**src/sxa_pkg.sv**
```systemverilog
// Package with operation codes and widths for the subtract, exclusive-OR and swap datapath.
package sxa_pkg;
  localparam int unsigned DATA_W = 8;
  localparam int unsigned ADDR_W = 7;
  localparam logic [6:0] ADDR_MAX = 7'h7f;
  localparam logic [7:0] W_RESET = 8'h00;
  localparam logic       DEST_WORK = 1'h0;
  localparam logic       DEST_FILE = 1'h1;
  localparam int unsigned NIB_LO = 0;
  localparam int unsigned NIB_HI = 4;

  typedef enum logic [1:0] {
    SXA_OP_SUBTRACT_WORK_FROM_FILE,
    SXA_OP_XOR_LITERAL_INTO_WORK,
    SXA_OP_SWAP_FILE_NIBBLES,
    SXA_OP_XOR_WORK_WITH_FILE
  } sxa_op_type;
endpackage : sxa_pkg

```
**src/sxa_alu.sv**
```systemverilog
// Datapath for subtract, exclusive-OR and nibble swap operations with flag update.
// Notes on behaviour
// [RL1] Subtract computes file minus work; carry and half-carry set when no borrow.
// [RL2] Destination bit 0 writes work register, 1 writes back to file address 0..127.
// [RL3] Literal exclusive-OR writes work register and updates only the zero flag.
// [RL4] Swap exchanges file nibbles and leaves every status flag unchanged.
// [RL5] File exclusive-OR goes to selected destination and updates only zero flag.
// [RL6] Zero flag, when updated, is set exactly when the 8-bit result is zero.
`timescale 1ns/100ps
module sxa_alu
  import sxa_pkg::*;
(
  // Clock and reset.
  input  wire logic              clk_sys,
  input  wire logic              rst_b,
  // Operation request.
  input  wire logic              op_valid,
  input  wire sxa_op_type        op_code,
  input  wire logic              dest_sel,
  input  wire logic [ADDR_W-1:0] file_addr,
  input  wire logic [DATA_W-1:0] literal,
  // File register read data for the addressed register.
  input  wire logic [DATA_W-1:0] file_rdata,
  // File register write port.
  output logic                   file_we,
  output logic [ADDR_W-1:0]      file_waddr,
  output logic [DATA_W-1:0]      file_wdata,
  // Working register and status flags.
  output logic [DATA_W-1:0]      work_reg,
  output logic                   carry_flag,
  output logic                   half_carry_flag,
  output logic                   zero_flag
);

  typedef struct packed {
    logic [DATA_W-1:0] work;
    logic              carry;
    logic              half_carry;
    logic              zero;
    logic              we;
    logic [ADDR_W-1:0] waddr;
    logic [DATA_W-1:0] wdata;
  } sxa_state_type;

  sxa_state_type st_q;
  sxa_state_type st_d;

  logic [DATA_W:0]   diff;
  logic [NIB_HI:0]   diff_lo;
  logic [DATA_W-1:0] result;
  logic              to_file;

  always_comb begin
    st_d    = st_q;
    st_d.we = 1'b0;
    diff    = {1'b0, file_rdata} - {1'b0, work_reg};  // RL1
    diff_lo = {1'b0, file_rdata[NIB_HI-1:NIB_LO]} - {1'b0, work_reg[NIB_HI-1:NIB_LO]};
    result  = '0;
    to_file = 1'b0;
    if (op_valid) begin
      case (op_code)
        SXA_OP_SUBTRACT_WORK_FROM_FILE: begin
          result          = diff[DATA_W-1:0];  // RL1
          st_d.carry      = ~diff[DATA_W];  // RL1
          st_d.half_carry = ~diff_lo[NIB_HI];  // RL1
          st_d.zero       = (result == '0);  // RL6
          to_file         = (dest_sel == DEST_FILE);  // RL2
        end
        SXA_OP_XOR_LITERAL_INTO_WORK: begin
          result    = work_reg ^ literal;  // RL3
          st_d.zero = (result == '0);  // RL6
          to_file   = 1'b0;  // RL3
        end
        SXA_OP_SWAP_FILE_NIBBLES: begin
          result  = {file_rdata[NIB_HI-1:NIB_LO], file_rdata[DATA_W-1:NIB_HI]};  // RL4
          to_file = (dest_sel == DEST_FILE);  // RL2
        end
        SXA_OP_XOR_WORK_WITH_FILE: begin
          result    = work_reg ^ file_rdata;  // RL5
          st_d.zero = (result == '0);  // RL6
          to_file   = (dest_sel == DEST_FILE);  // RL5
        end
        default: begin
          result = work_reg;
        end
      endcase
      if (to_file) begin
        st_d.we    = 1'b1;  // RL2
        st_d.waddr = file_addr;
        st_d.wdata = result;
      end else begin
        st_d.work = result;  // RL2
      end
    end
  end

  always_ff @(posedge clk_sys or negedge rst_b) begin
    if (!rst_b) begin
      st_q <= '{work: W_RESET, carry: 1'b0, half_carry: 1'b0, zero: 1'b0,
                we: 1'b0, waddr: '0, wdata: '0};
    end else begin
      st_q <= st_d;
    end
  end

  assign work_reg        = st_q.work;
  assign carry_flag      = st_q.carry;
  assign half_carry_flag = st_q.half_carry;
  assign zero_flag       = st_q.zero;
  assign file_we         = st_q.we;
  assign file_waddr      = st_q.waddr;
  assign file_wdata      = st_q.wdata;

  AST_SUB_VALUE: assert property (@(posedge clk_sys) disable iff (!rst_b)  // RL1
    op_valid && op_code == SXA_OP_SUBTRACT_WORK_FROM_FILE && dest_sel == DEST_FILE
    |=> file_wdata == $past(file_rdata) - $past(work_reg))
    else $error("Subtract result wrong.");

  AST_SUB_CARRY: assert property (@(posedge clk_sys) disable iff (!rst_b)  // RL1
    op_valid && op_code == SXA_OP_SUBTRACT_WORK_FROM_FILE
    |=> carry_flag == ($past(work_reg) <= $past(file_rdata))
        && half_carry_flag == ($past(work_reg[3:0]) <= $past(file_rdata[3:0])))
    else $error("Subtract carry or half-carry wrong.");

  AST_DEST_FILE: assert property (@(posedge clk_sys) disable iff (!rst_b)  // RL2
    op_valid && op_code != SXA_OP_XOR_LITERAL_INTO_WORK && dest_sel == DEST_FILE
    |=> file_we && file_waddr == $past(file_addr) && $stable(work_reg))
    else $error("File destination not written.");

  AST_DEST_WORK: assert property (@(posedge clk_sys) disable iff (!rst_b)  // RL2
    op_valid && dest_sel == DEST_WORK |=> !file_we)
    else $error("File written with work destination.");

  AST_XORL: assert property (@(posedge clk_sys) disable iff (!rst_b)  // RL3
    op_valid && op_code == SXA_OP_XOR_LITERAL_INTO_WORK
    |=> work_reg == ($past(work_reg) ^ $past(literal)) && !file_we
        && $stable(carry_flag) && $stable(half_carry_flag))
    else $error("Literal exclusive-OR wrong.");

  AST_SWAP: assert property (@(posedge clk_sys) disable iff (!rst_b)  // RL4
    op_valid && op_code == SXA_OP_SWAP_FILE_NIBBLES && dest_sel == DEST_WORK
    |=> work_reg == {$past(file_rdata[3:0]), $past(file_rdata[7:4])}
        && $stable(zero_flag) && $stable(carry_flag) && $stable(half_carry_flag))
    else $error("Nibble swap wrong or flags changed.");

  AST_XORF: assert property (@(posedge clk_sys) disable iff (!rst_b)  // RL5
    op_valid && op_code == SXA_OP_XOR_WORK_WITH_FILE && dest_sel == DEST_FILE
    |=> file_wdata == ($past(work_reg) ^ $past(file_rdata))
        && $stable(carry_flag) && $stable(half_carry_flag))
    else $error("File exclusive-OR wrong.");

  AST_ZERO: assert property (@(posedge clk_sys) disable iff (!rst_b)  // RL6
    op_valid && op_code != SXA_OP_SWAP_FILE_NIBBLES && dest_sel == DEST_WORK
    |=> zero_flag == (work_reg == 8'h00))
    else $error("Zero flag wrong.");

  AST_IDLE: assert property (@(posedge clk_sys) disable iff (!rst_b)  // RL2
    !op_valid |=> !file_we && $stable(work_reg) && $stable(zero_flag))
    else $error("State changed with no operation.");

  AST_SUB_WORK: assert property (@(posedge clk_sys) disable iff (!rst_b)  // RL1
    op_valid && op_code == SXA_OP_SUBTRACT_WORK_FROM_FILE && dest_sel == DEST_WORK
    |=> work_reg == $past(file_rdata) - $past(work_reg) && !file_we)
    else $error("Subtract result to work register wrong.");

  AST_SUB_ZERO: assert property (@(posedge clk_sys) disable iff (!rst_b)  // RL6
    op_valid && op_code == SXA_OP_SUBTRACT_WORK_FROM_FILE
    |=> zero_flag == ($past(file_rdata) == $past(work_reg)))
    else $error("Subtract zero flag wrong.");

  AST_XORL_NO_FILE: assert property (@(posedge clk_sys) disable iff (!rst_b)  // RL3
    op_valid && op_code == SXA_OP_XOR_LITERAL_INTO_WORK && dest_sel == DEST_FILE
    |=> !file_we && $stable(file_waddr) && $stable(file_wdata))
    else $error("Literal exclusive-OR touched the file write port.");

  AST_XORL_ZERO: assert property (@(posedge clk_sys) disable iff (!rst_b)  // RL6
    op_valid && op_code == SXA_OP_XOR_LITERAL_INTO_WORK
    |=> zero_flag == ($past(work_reg) == $past(literal)))
    else $error("Literal exclusive-OR zero flag wrong.");

  AST_SWAP_FILE: assert property (@(posedge clk_sys) disable iff (!rst_b)  // RL4
    op_valid && op_code == SXA_OP_SWAP_FILE_NIBBLES && dest_sel == DEST_FILE
    |=> file_we && file_wdata == {$past(file_rdata[3:0]), $past(file_rdata[7:4])}
        && $stable(zero_flag) && $stable(carry_flag) && $stable(half_carry_flag))
    else $error("Nibble swap to file wrong or flags changed.");

  AST_SWAP_WORK_HOLD: assert property (@(posedge clk_sys) disable iff (!rst_b)  // RL4
    op_valid && op_code == SXA_OP_SWAP_FILE_NIBBLES && dest_sel == DEST_WORK
    |=> !file_we && $stable(file_waddr) && $stable(file_wdata))
    else $error("Nibble swap to work register touched the file write port.");

  AST_XORF_WORK: assert property (@(posedge clk_sys) disable iff (!rst_b)  // RL5
    op_valid && op_code == SXA_OP_XOR_WORK_WITH_FILE && dest_sel == DEST_WORK
    |=> work_reg == ($past(work_reg) ^ $past(file_rdata)) && !file_we
        && $stable(carry_flag) && $stable(half_carry_flag))
    else $error("File exclusive-OR to work register wrong.");

  AST_XORF_ZERO: assert property (@(posedge clk_sys) disable iff (!rst_b)  // RL6
    op_valid && op_code == SXA_OP_XOR_WORK_WITH_FILE
    |=> zero_flag == ($past(work_reg) == $past(file_rdata)))
    else $error("File exclusive-OR zero flag wrong.");

  AST_ZERO_FILE: assert property (@(posedge clk_sys) disable iff (!rst_b)  // RL6
    op_valid && dest_sel == DEST_FILE
    && (op_code == SXA_OP_SUBTRACT_WORK_FROM_FILE || op_code == SXA_OP_XOR_WORK_WITH_FILE)
    |=> zero_flag == (file_wdata == 8'h00))
    else $error("Zero flag wrong for a file destination.");

  AST_FLAGS_HOLD: assert property (@(posedge clk_sys) disable iff (!rst_b)  // RL5
    op_valid && op_code != SXA_OP_SUBTRACT_WORK_FROM_FILE
    |=> $stable(carry_flag) && $stable(half_carry_flag))
    else $error("Carry or half-carry changed by a non-subtract operation.");

  AST_WORK_DEST_HOLD: assert property (@(posedge clk_sys) disable iff (!rst_b)  // RL2
    op_valid && dest_sel == DEST_WORK |=> $stable(file_waddr) && $stable(file_wdata))
    else $error("File write port changed with work destination.");

  AST_IDLE_HOLD: assert property (@(posedge clk_sys) disable iff (!rst_b)  // RL2
    !op_valid |=> $stable(carry_flag) && $stable(half_carry_flag)
        && $stable(file_waddr) && $stable(file_wdata))
    else $error("Flags or write port changed with no operation.");

endmodule : sxa_alu

```
**config.mk**
```make
export PLATFORM = sky130hd
export DESIGN_NAME = sxa_alu
export DESIGN_NICKNAME = d
export VERILOG_FILES = /design/src/sxa_pkg.sv /design/src/sxa_alu.sv
export SDC_FILE = /design/constraint.sdc
export NUM_CORES = 1
export LEC_CHECK = 0
export ABC_AREA = 1
export BUFFER_PORTS_ARGS = -buffer_cell sky130_fd_sc_hd__buf_2
export CAP_MARGIN = 20
export CORE_ASPECT_RATIO = 1.5
export CORE_MARGIN = 4
export CORE_UTILIZATION = 55
export CTS_CLUSTER_DIAMETER = 150
export DETAILED_ROUTE_END_ITERATION = 10
export PLACE_DENSITY = 0.95
export SYNTH_ARGS = -nofsm -noshare
export SYNTH_HDL_FRONTEND = slang
export SYNTH_SLANG_ARGS = --single-unit
```
**constraint.sdc**
```tcl
create_clock -name clk_sys -period 3.2 [get_ports clk_sys]
set_input_delay 0.96 -clock clk_sys [delete_from_list [all_inputs] [get_ports clk_sys]]
set_output_delay 0.96 -clock clk_sys [all_outputs]
set_load 0.05 [all_outputs]
```
==> run metrics, run 1 <==
outcome finished clean; Iter 0 DRT Violations 90; Die Y 78.20 µm; CP Capture Type flip-flop; met3 Usage GRT 3.795%; Top FF cell, synth dfrtp_1; met1 usage 32.92%; Seq cells post-synth 27; Max Slew Vio Count 0; Num CTS Buffers 3; # setup viols final 0; effective utilization at floorplan 57.19%; Slew HR around three fifths; GR Overflow Total 0; Setup TNS Final 0 ns; crit path max fanout 2; Clock Skews 0.002673 ns; fillcell total around 280; post-route setup slack 0.8043 ns; share of layout cells above drive strength 1 a little under a quarter; WS Path Type in2reg; yosys warns 0; clk sinks 27; die area 4285 µm²; Diodes inserted 0; met2 Track Usage GR a little under half; Syn Inst Count around 250; most frequent cells in the layout nand2_1 (84), buf_2 (55), inv_1 (29); I/O Buffers 55; Residual DRC 0; clk_lat worst skew 0.27 ns; Cell variety after synth 32; Layout area overhead 20.22%; vias per std cell 5.403; final period utilization 74.86%; max frequency ~0.42 GHz; P_leak 1.214 nW; post-layout net count 344; Post-CTS Setup Bufs 0; Clock transition at path regs 0.09 ns; first-pass GRT wire length 8528 µm; Cell Area, Placed 2127 µm²; Hold Fails Final Rpt 0; RSZ-0062 raised after global routing false; Post-CTS Hold Fix Bufs 0; commonest non-fill, non-tap cell in the layout nand2_1; fin area 2172 µm²; sequential area share after synthesis between 30% and 40%; Placer Congestion around 0.94; Cell Pwr Density 674.3 nW/µm²; GR Util All Layers a little over a quarter; GRT Max-Usage Layer met2; HPWL Detailed 4316 µm; average wire per standard cell 15.19 µm; Syn Nets 285; Hold WC Path Type reg2reg; via count 1,864; CTS max path bufs 2; dpl ws 0.5570 ns; Post-synth EDFFs 0; Synth Area per Inst 7.315 µm²; Initial DRT Pass Iterations 4; Synth async-reset ratio 100.0%; Rows 25; initial antenna violation count 0; Die Span X roughly 55 µm; Core Region between 3000 and 4000 µm²; total wire length 5239 µm; # resized after CTS 0; Tmin final 2.396 ns; vias in the first global route 1,887; Critical Path RT 3.34 ns; synthesized area approximately 1800 µm²; root buf cell clkbuf_8; antenna viol nets, final 0; Max Cap Viol 0; Critical Path AT 2.54 ns; largest net degree at the start of global routing 28; I/O pins 56; CTS tree built; peak supply drop 0.5450 mV; worst-margin pin slew 0.6057 ns; CP Launch Type primary input; CTS H-tree lvls 1
-- metal layers --
metal / part of all wire, % / vias up
li1: - / 916
met1: 39 / 857
met2: 53 / 78
met3: 5.3 / 13
met4: 3.0 / 0
met5: 0 / -
-- logic make-up after synthesis --
kind of cell / after synthesis / share of synthesized area [%]
XOR/XNOR: 8 / 3.878
multiplexers: 1 / 0.6232
flip-flops: 27 / 37.40
adder cells (fa/ha/maj): 9 / 6.648
AO/OA/AOI/OAI: 36 / 12.26
AND/OR/NAND/NOR: 131 / 31.23
buffers and inverters: 35 / 7.964
-- final timing paths --
path | startpoint | endpoint | slack, ns | depth (start not counted)
setup / recovery | file_rdata[0] | file_wdata[6] | 0.80 | 12
hold / removal | file_waddr[4] | file_waddr[4] | 0.48 | 2
setup reg to reg | work_reg[0] | file_wdata[6] | 1.18 | 10
hold reg to reg | file_waddr[4] | file_waddr[4] | 0.48 | 2
max in group asynchronous | rst_b | zero_flag | 2.12 | 1
min in group asynchronous | rst_b | work_reg[2] | 0.69 | 1
-- cells in the mapped netlist, drive strengths merged, types with 2 or more instances --
master / count / area, µm²
o221ai: 2 / 17.52
nand3: 19 / 95.09
inv: 33 / 131.4
ha: 8 / 100.1
dfrtp: 27 / 675.7
o21ai: 19 / 98.84
nor2: 20 / 98.84
nand2: 84 / 315.3
o211ai: 3 / 22.52
xor2: 5 / 43.79
or2: 2 / 12.51
nor3: 5 / 36.29
a21oi: 8 / 51.30
xnor2: 3 / 26.28
buf: 2 / 12.51
-- per-stage QoR --
stage	instances	util, %	hold slack, ns	total power, mW
after floorplan	247	-	0.6644	1.060
after global placement	341	67.33	0.4494	1.264
after detailed placement	341	67.33	0.4540	1.275
after CTS	345	68.75	0.4750	1.465
after global routing	345	68.75	0.5019	1.565
final	345	68.75	0.4798	1.465
-- power by group --
| part | switching [mW] | internal, mW | total (mW) |
|---|---|---|---|
| clock network | 0.102 | 0.0893 | 0.192 |
| logic | 0.583 | 0.219 | 0.803 |
| registers | 0.0568 | 0.413 | 0.470 |
| total | 0.743 | 0.722 | 1.46 |
-- critical path, cell delays in order --
cell and delay, ns:
buf_2 0.10, inv_1 0.04, ha_1 0.21, fa_1 0.39
inv_1 0.09, nand2_1 0.06, nand2_1 0.09, nand3_1 0.10
nand3_1 0.08, nand2_1 0.07, o21ai_1 0.22, o21ai_0 0.13
-- layout make-up --
cell class              instances  area, µm²  area share, %
repair buffers                 56      282.8          13.02
inverters                      33      131.4          6.048
flip-flops and latches         27      675.6          31.11
clock buffers                   4      45.04          2.074
well taps                      40      50.05          2.304
multi-input cells             185      987.2          45.45
Note: power is estimated with default switching activity, not from simulation.
==> run 2: changes to the inputs <==
--- a/config.mk
+++ b/config.mk
@@ -10,10 +10,10 @@
 export CAP_MARGIN = 20
 export CORE_ASPECT_RATIO = 1.5
 export CORE_MARGIN = 4
-export CORE_UTILIZATION = 55
+export CORE_UTILIZATION = 46
 export CTS_CLUSTER_DIAMETER = 150
 export DETAILED_ROUTE_END_ITERATION = 10
-export PLACE_DENSITY = 0.95
+export PLACE_DENSITY = 0.87
 export SYNTH_ARGS = -nofsm -noshare
 export SYNTH_HDL_FRONTEND = slang
 export SYNTH_SLANG_ARGS = --single-unit
==> constraint.sdc (replaced) <==
create_clock -name clk_sys -period 2.2 [get_ports clk_sys]
set_input_delay 0.66 -clock clk_sys [delete_from_list [all_inputs] [get_ports clk_sys]]
set_output_delay 0.66 -clock clk_sys [all_outputs]
set_load 0.05 [all_outputs]
==> run 2 against run 1 <==
Compared with the run above:
- hold slack got worse by 0.10 ns
- wire length fell by 3.2%
- power rose by 46%
- register-to-register slack got worse by 0.95 ns
- sequential share of layout area fell by 0.39 points
- core utilization fell by 9.6 points
- combinational power rose by 47%
- highest routed layer unchanged
- critical path depth did not move
- flip-flop and latch count did not move
- setup slack got worse by 0.64 ns
- count of clock-buffer cells in the layout fell by 1
==> run metrics, run 2 (same netlist as run 1, synthesis figures left out) <==
outcome finished clean; I/O pins between 50 and 60; Max Slew Vio Count 0; vias in the first global route 1,841; Critical Path AT 2.18 ns; Cell Pwr Density between 900 and 1000 nW/µm²; CP Launch Type primary input; Tmin final 2.032 ns; CP Capture Type flip-flop; GR Overflow Total 0; Hold Fails Final Rpt 0; clk_lat worst skew 0.27 ns; vias per std cell 5.311; crit path max fanout 2; peak supply drop 0.7814 mV; switching power roughly 1.1 mW; Num CTS Buffers 3; Layout area overhead 21.75%; Iter 0 DRT Violations 76; RSZ-0062 raised after global routing false; Sw Ratio 50.36%; clock share of power 12.9%; CTS tree built; fillcell total 363; post-route setup slack 0.1677 ns; dpl ws -0.08435 ns; Core Region between 3000 and 4000 µm²; Int Pwr 1.062 mW; Initial DRT Pass Iterations 4; initial antenna violation count 0; post-layout net count 347; Clock transition at path regs 0.08 ns; Clock Skews 0.006075 ns; Critical Path RT 2.34 ns; Cell Area, Placed between 2000 and 2500 µm²; Post-CTS Hold Fix Bufs 0; largest net degree at the start of global routing 28; GR Util All Layers 22.02%; Post-CTS Setup Bufs 0; I/O Buffers 55; Slew HR 61.33%; # resized after CTS 0; worst-margin pin slew 0.5801 ns; CP bufs+invs 3; Diodes inserted 0; effective utilization at floorplan 48.62%; fin area 2200 µm²; CP peak stage delay 0.39 ns; root buf cell clkbuf_8; WS Path Type in2reg; Flop pwr share about a third; Comb pwr share 55.2%; Rows 27; average wire per standard cell 14.45 µm; Placer Congestion 0.9409; worst path cell trace buf_2, inv_1, ha_1, fa_1, inv_1, nand2_1, nand2_1, nand3_1, nand3_1, nand2_1, o21ai_1, o21ai_0; Max Cap Viol 0; HPWL Detailed 4249 µm; antenna viol nets, final 0; die area about 5000 µm²; max frequency 0.4921 GHz; commonest non-fill, non-tap cell in the layout nand2_1; clk sinks 27; first-pass GRT wire length 8459 µm; Top cell by count, worst path nand2_1; final period utilization 92.38%; Crit-path slowest cell fa_1; total wire length 5073 µm; # setup viols final 0; CTS H-tree lvls 1; P_leak 1.231 nW; Die Span X 59.17 µm; Die Y 84.76 µm; CTS max path bufs 2; most frequent cells in the layout nand2_1 (84), buf_2 (55), inv_1 (29); share of layout cells above drive strength 1 24.35%; via count 1,864; Hold WC Path Type in2async; Residual DRC 0; critical path's top delay family adder cells; flop-to-flop setup slack 0.23 ns
[run 2: cell type report]
type                    instances  area, µm²  share of cell area (%)
clock buffers                   3      41.29                   1.877
well taps                      43      53.80                   2.446
flip-flops and latches         27      675.6                   30.72
clock inverters                 1      5.005                  0.2275
repair buffers                 59      305.3                   13.88
inverters                      33      131.4                   5.973
multi-input cells             185      987.2                   44.88
[run 2: worst paths after layout]
path	from	end	cells after the start
max in group asynchronous	rst_b	file_wdata[4]	1
min in group clk_sys	file_waddr[4]	file_waddr[4]	2
min	rst_b	carry_flag	1
max	file_rdata[0]	file_wdata[6]	12
max reg2reg	work_reg[0]	file_wdata[6]	10
min reg2reg	file_waddr[4]	file_waddr[4]	2
[run 2: routing by layer]
layer | routed length, µm | vias to the layer above | global-route usage [%] | share of wire (%)
li1 | - | 915 | - | -
met1 | 1988 | 864 | 26.64 | 39
met2 | 2634 | 73 | 37.02 | 52
met3 | 301 | 12 | 3.077 | 5.9
met4 | 149 | 0 | 10.93 | 2.9
met5 | 0 | - | 0 | 0
[run 2: power groups by stage]
stage	logic (mW)	registers, mW	clock network [mW]
floorplan	0.483	1.06	0
global placement	1.17	0.687	0
detailed placement	1.18	0.689	0
CTS	1.18	0.681	0.285
global route	1.29	0.700	0.306
finish	1.18	0.681	0.276
[run 2: metrics by stage]
stage                     instances  setup TNS, ns  hold WS (ns)  util, %  total power, mW
after floorplan                 247              0        0.3644        -            1.542
after global placement          347      -0.007377        0.4498    57.95            1.855
after detailed placement        347        -0.1686        0.4529    57.95            1.866
after CTS                       351              0        0.3906    59.19            2.147
after global routing            351              0        0.4139    59.19            2.296
final                           351              0        0.3760    59.19            2.139
[run 2: worst reg2reg max path: cells and delay by family, from the launching register on]
family,cells,cell delay [ns]
simple gates,5,0.41
flops,1,0.43
buf+inv,1,0.08
fa+ha+maj,2,0.62
compound gates,2,0.30
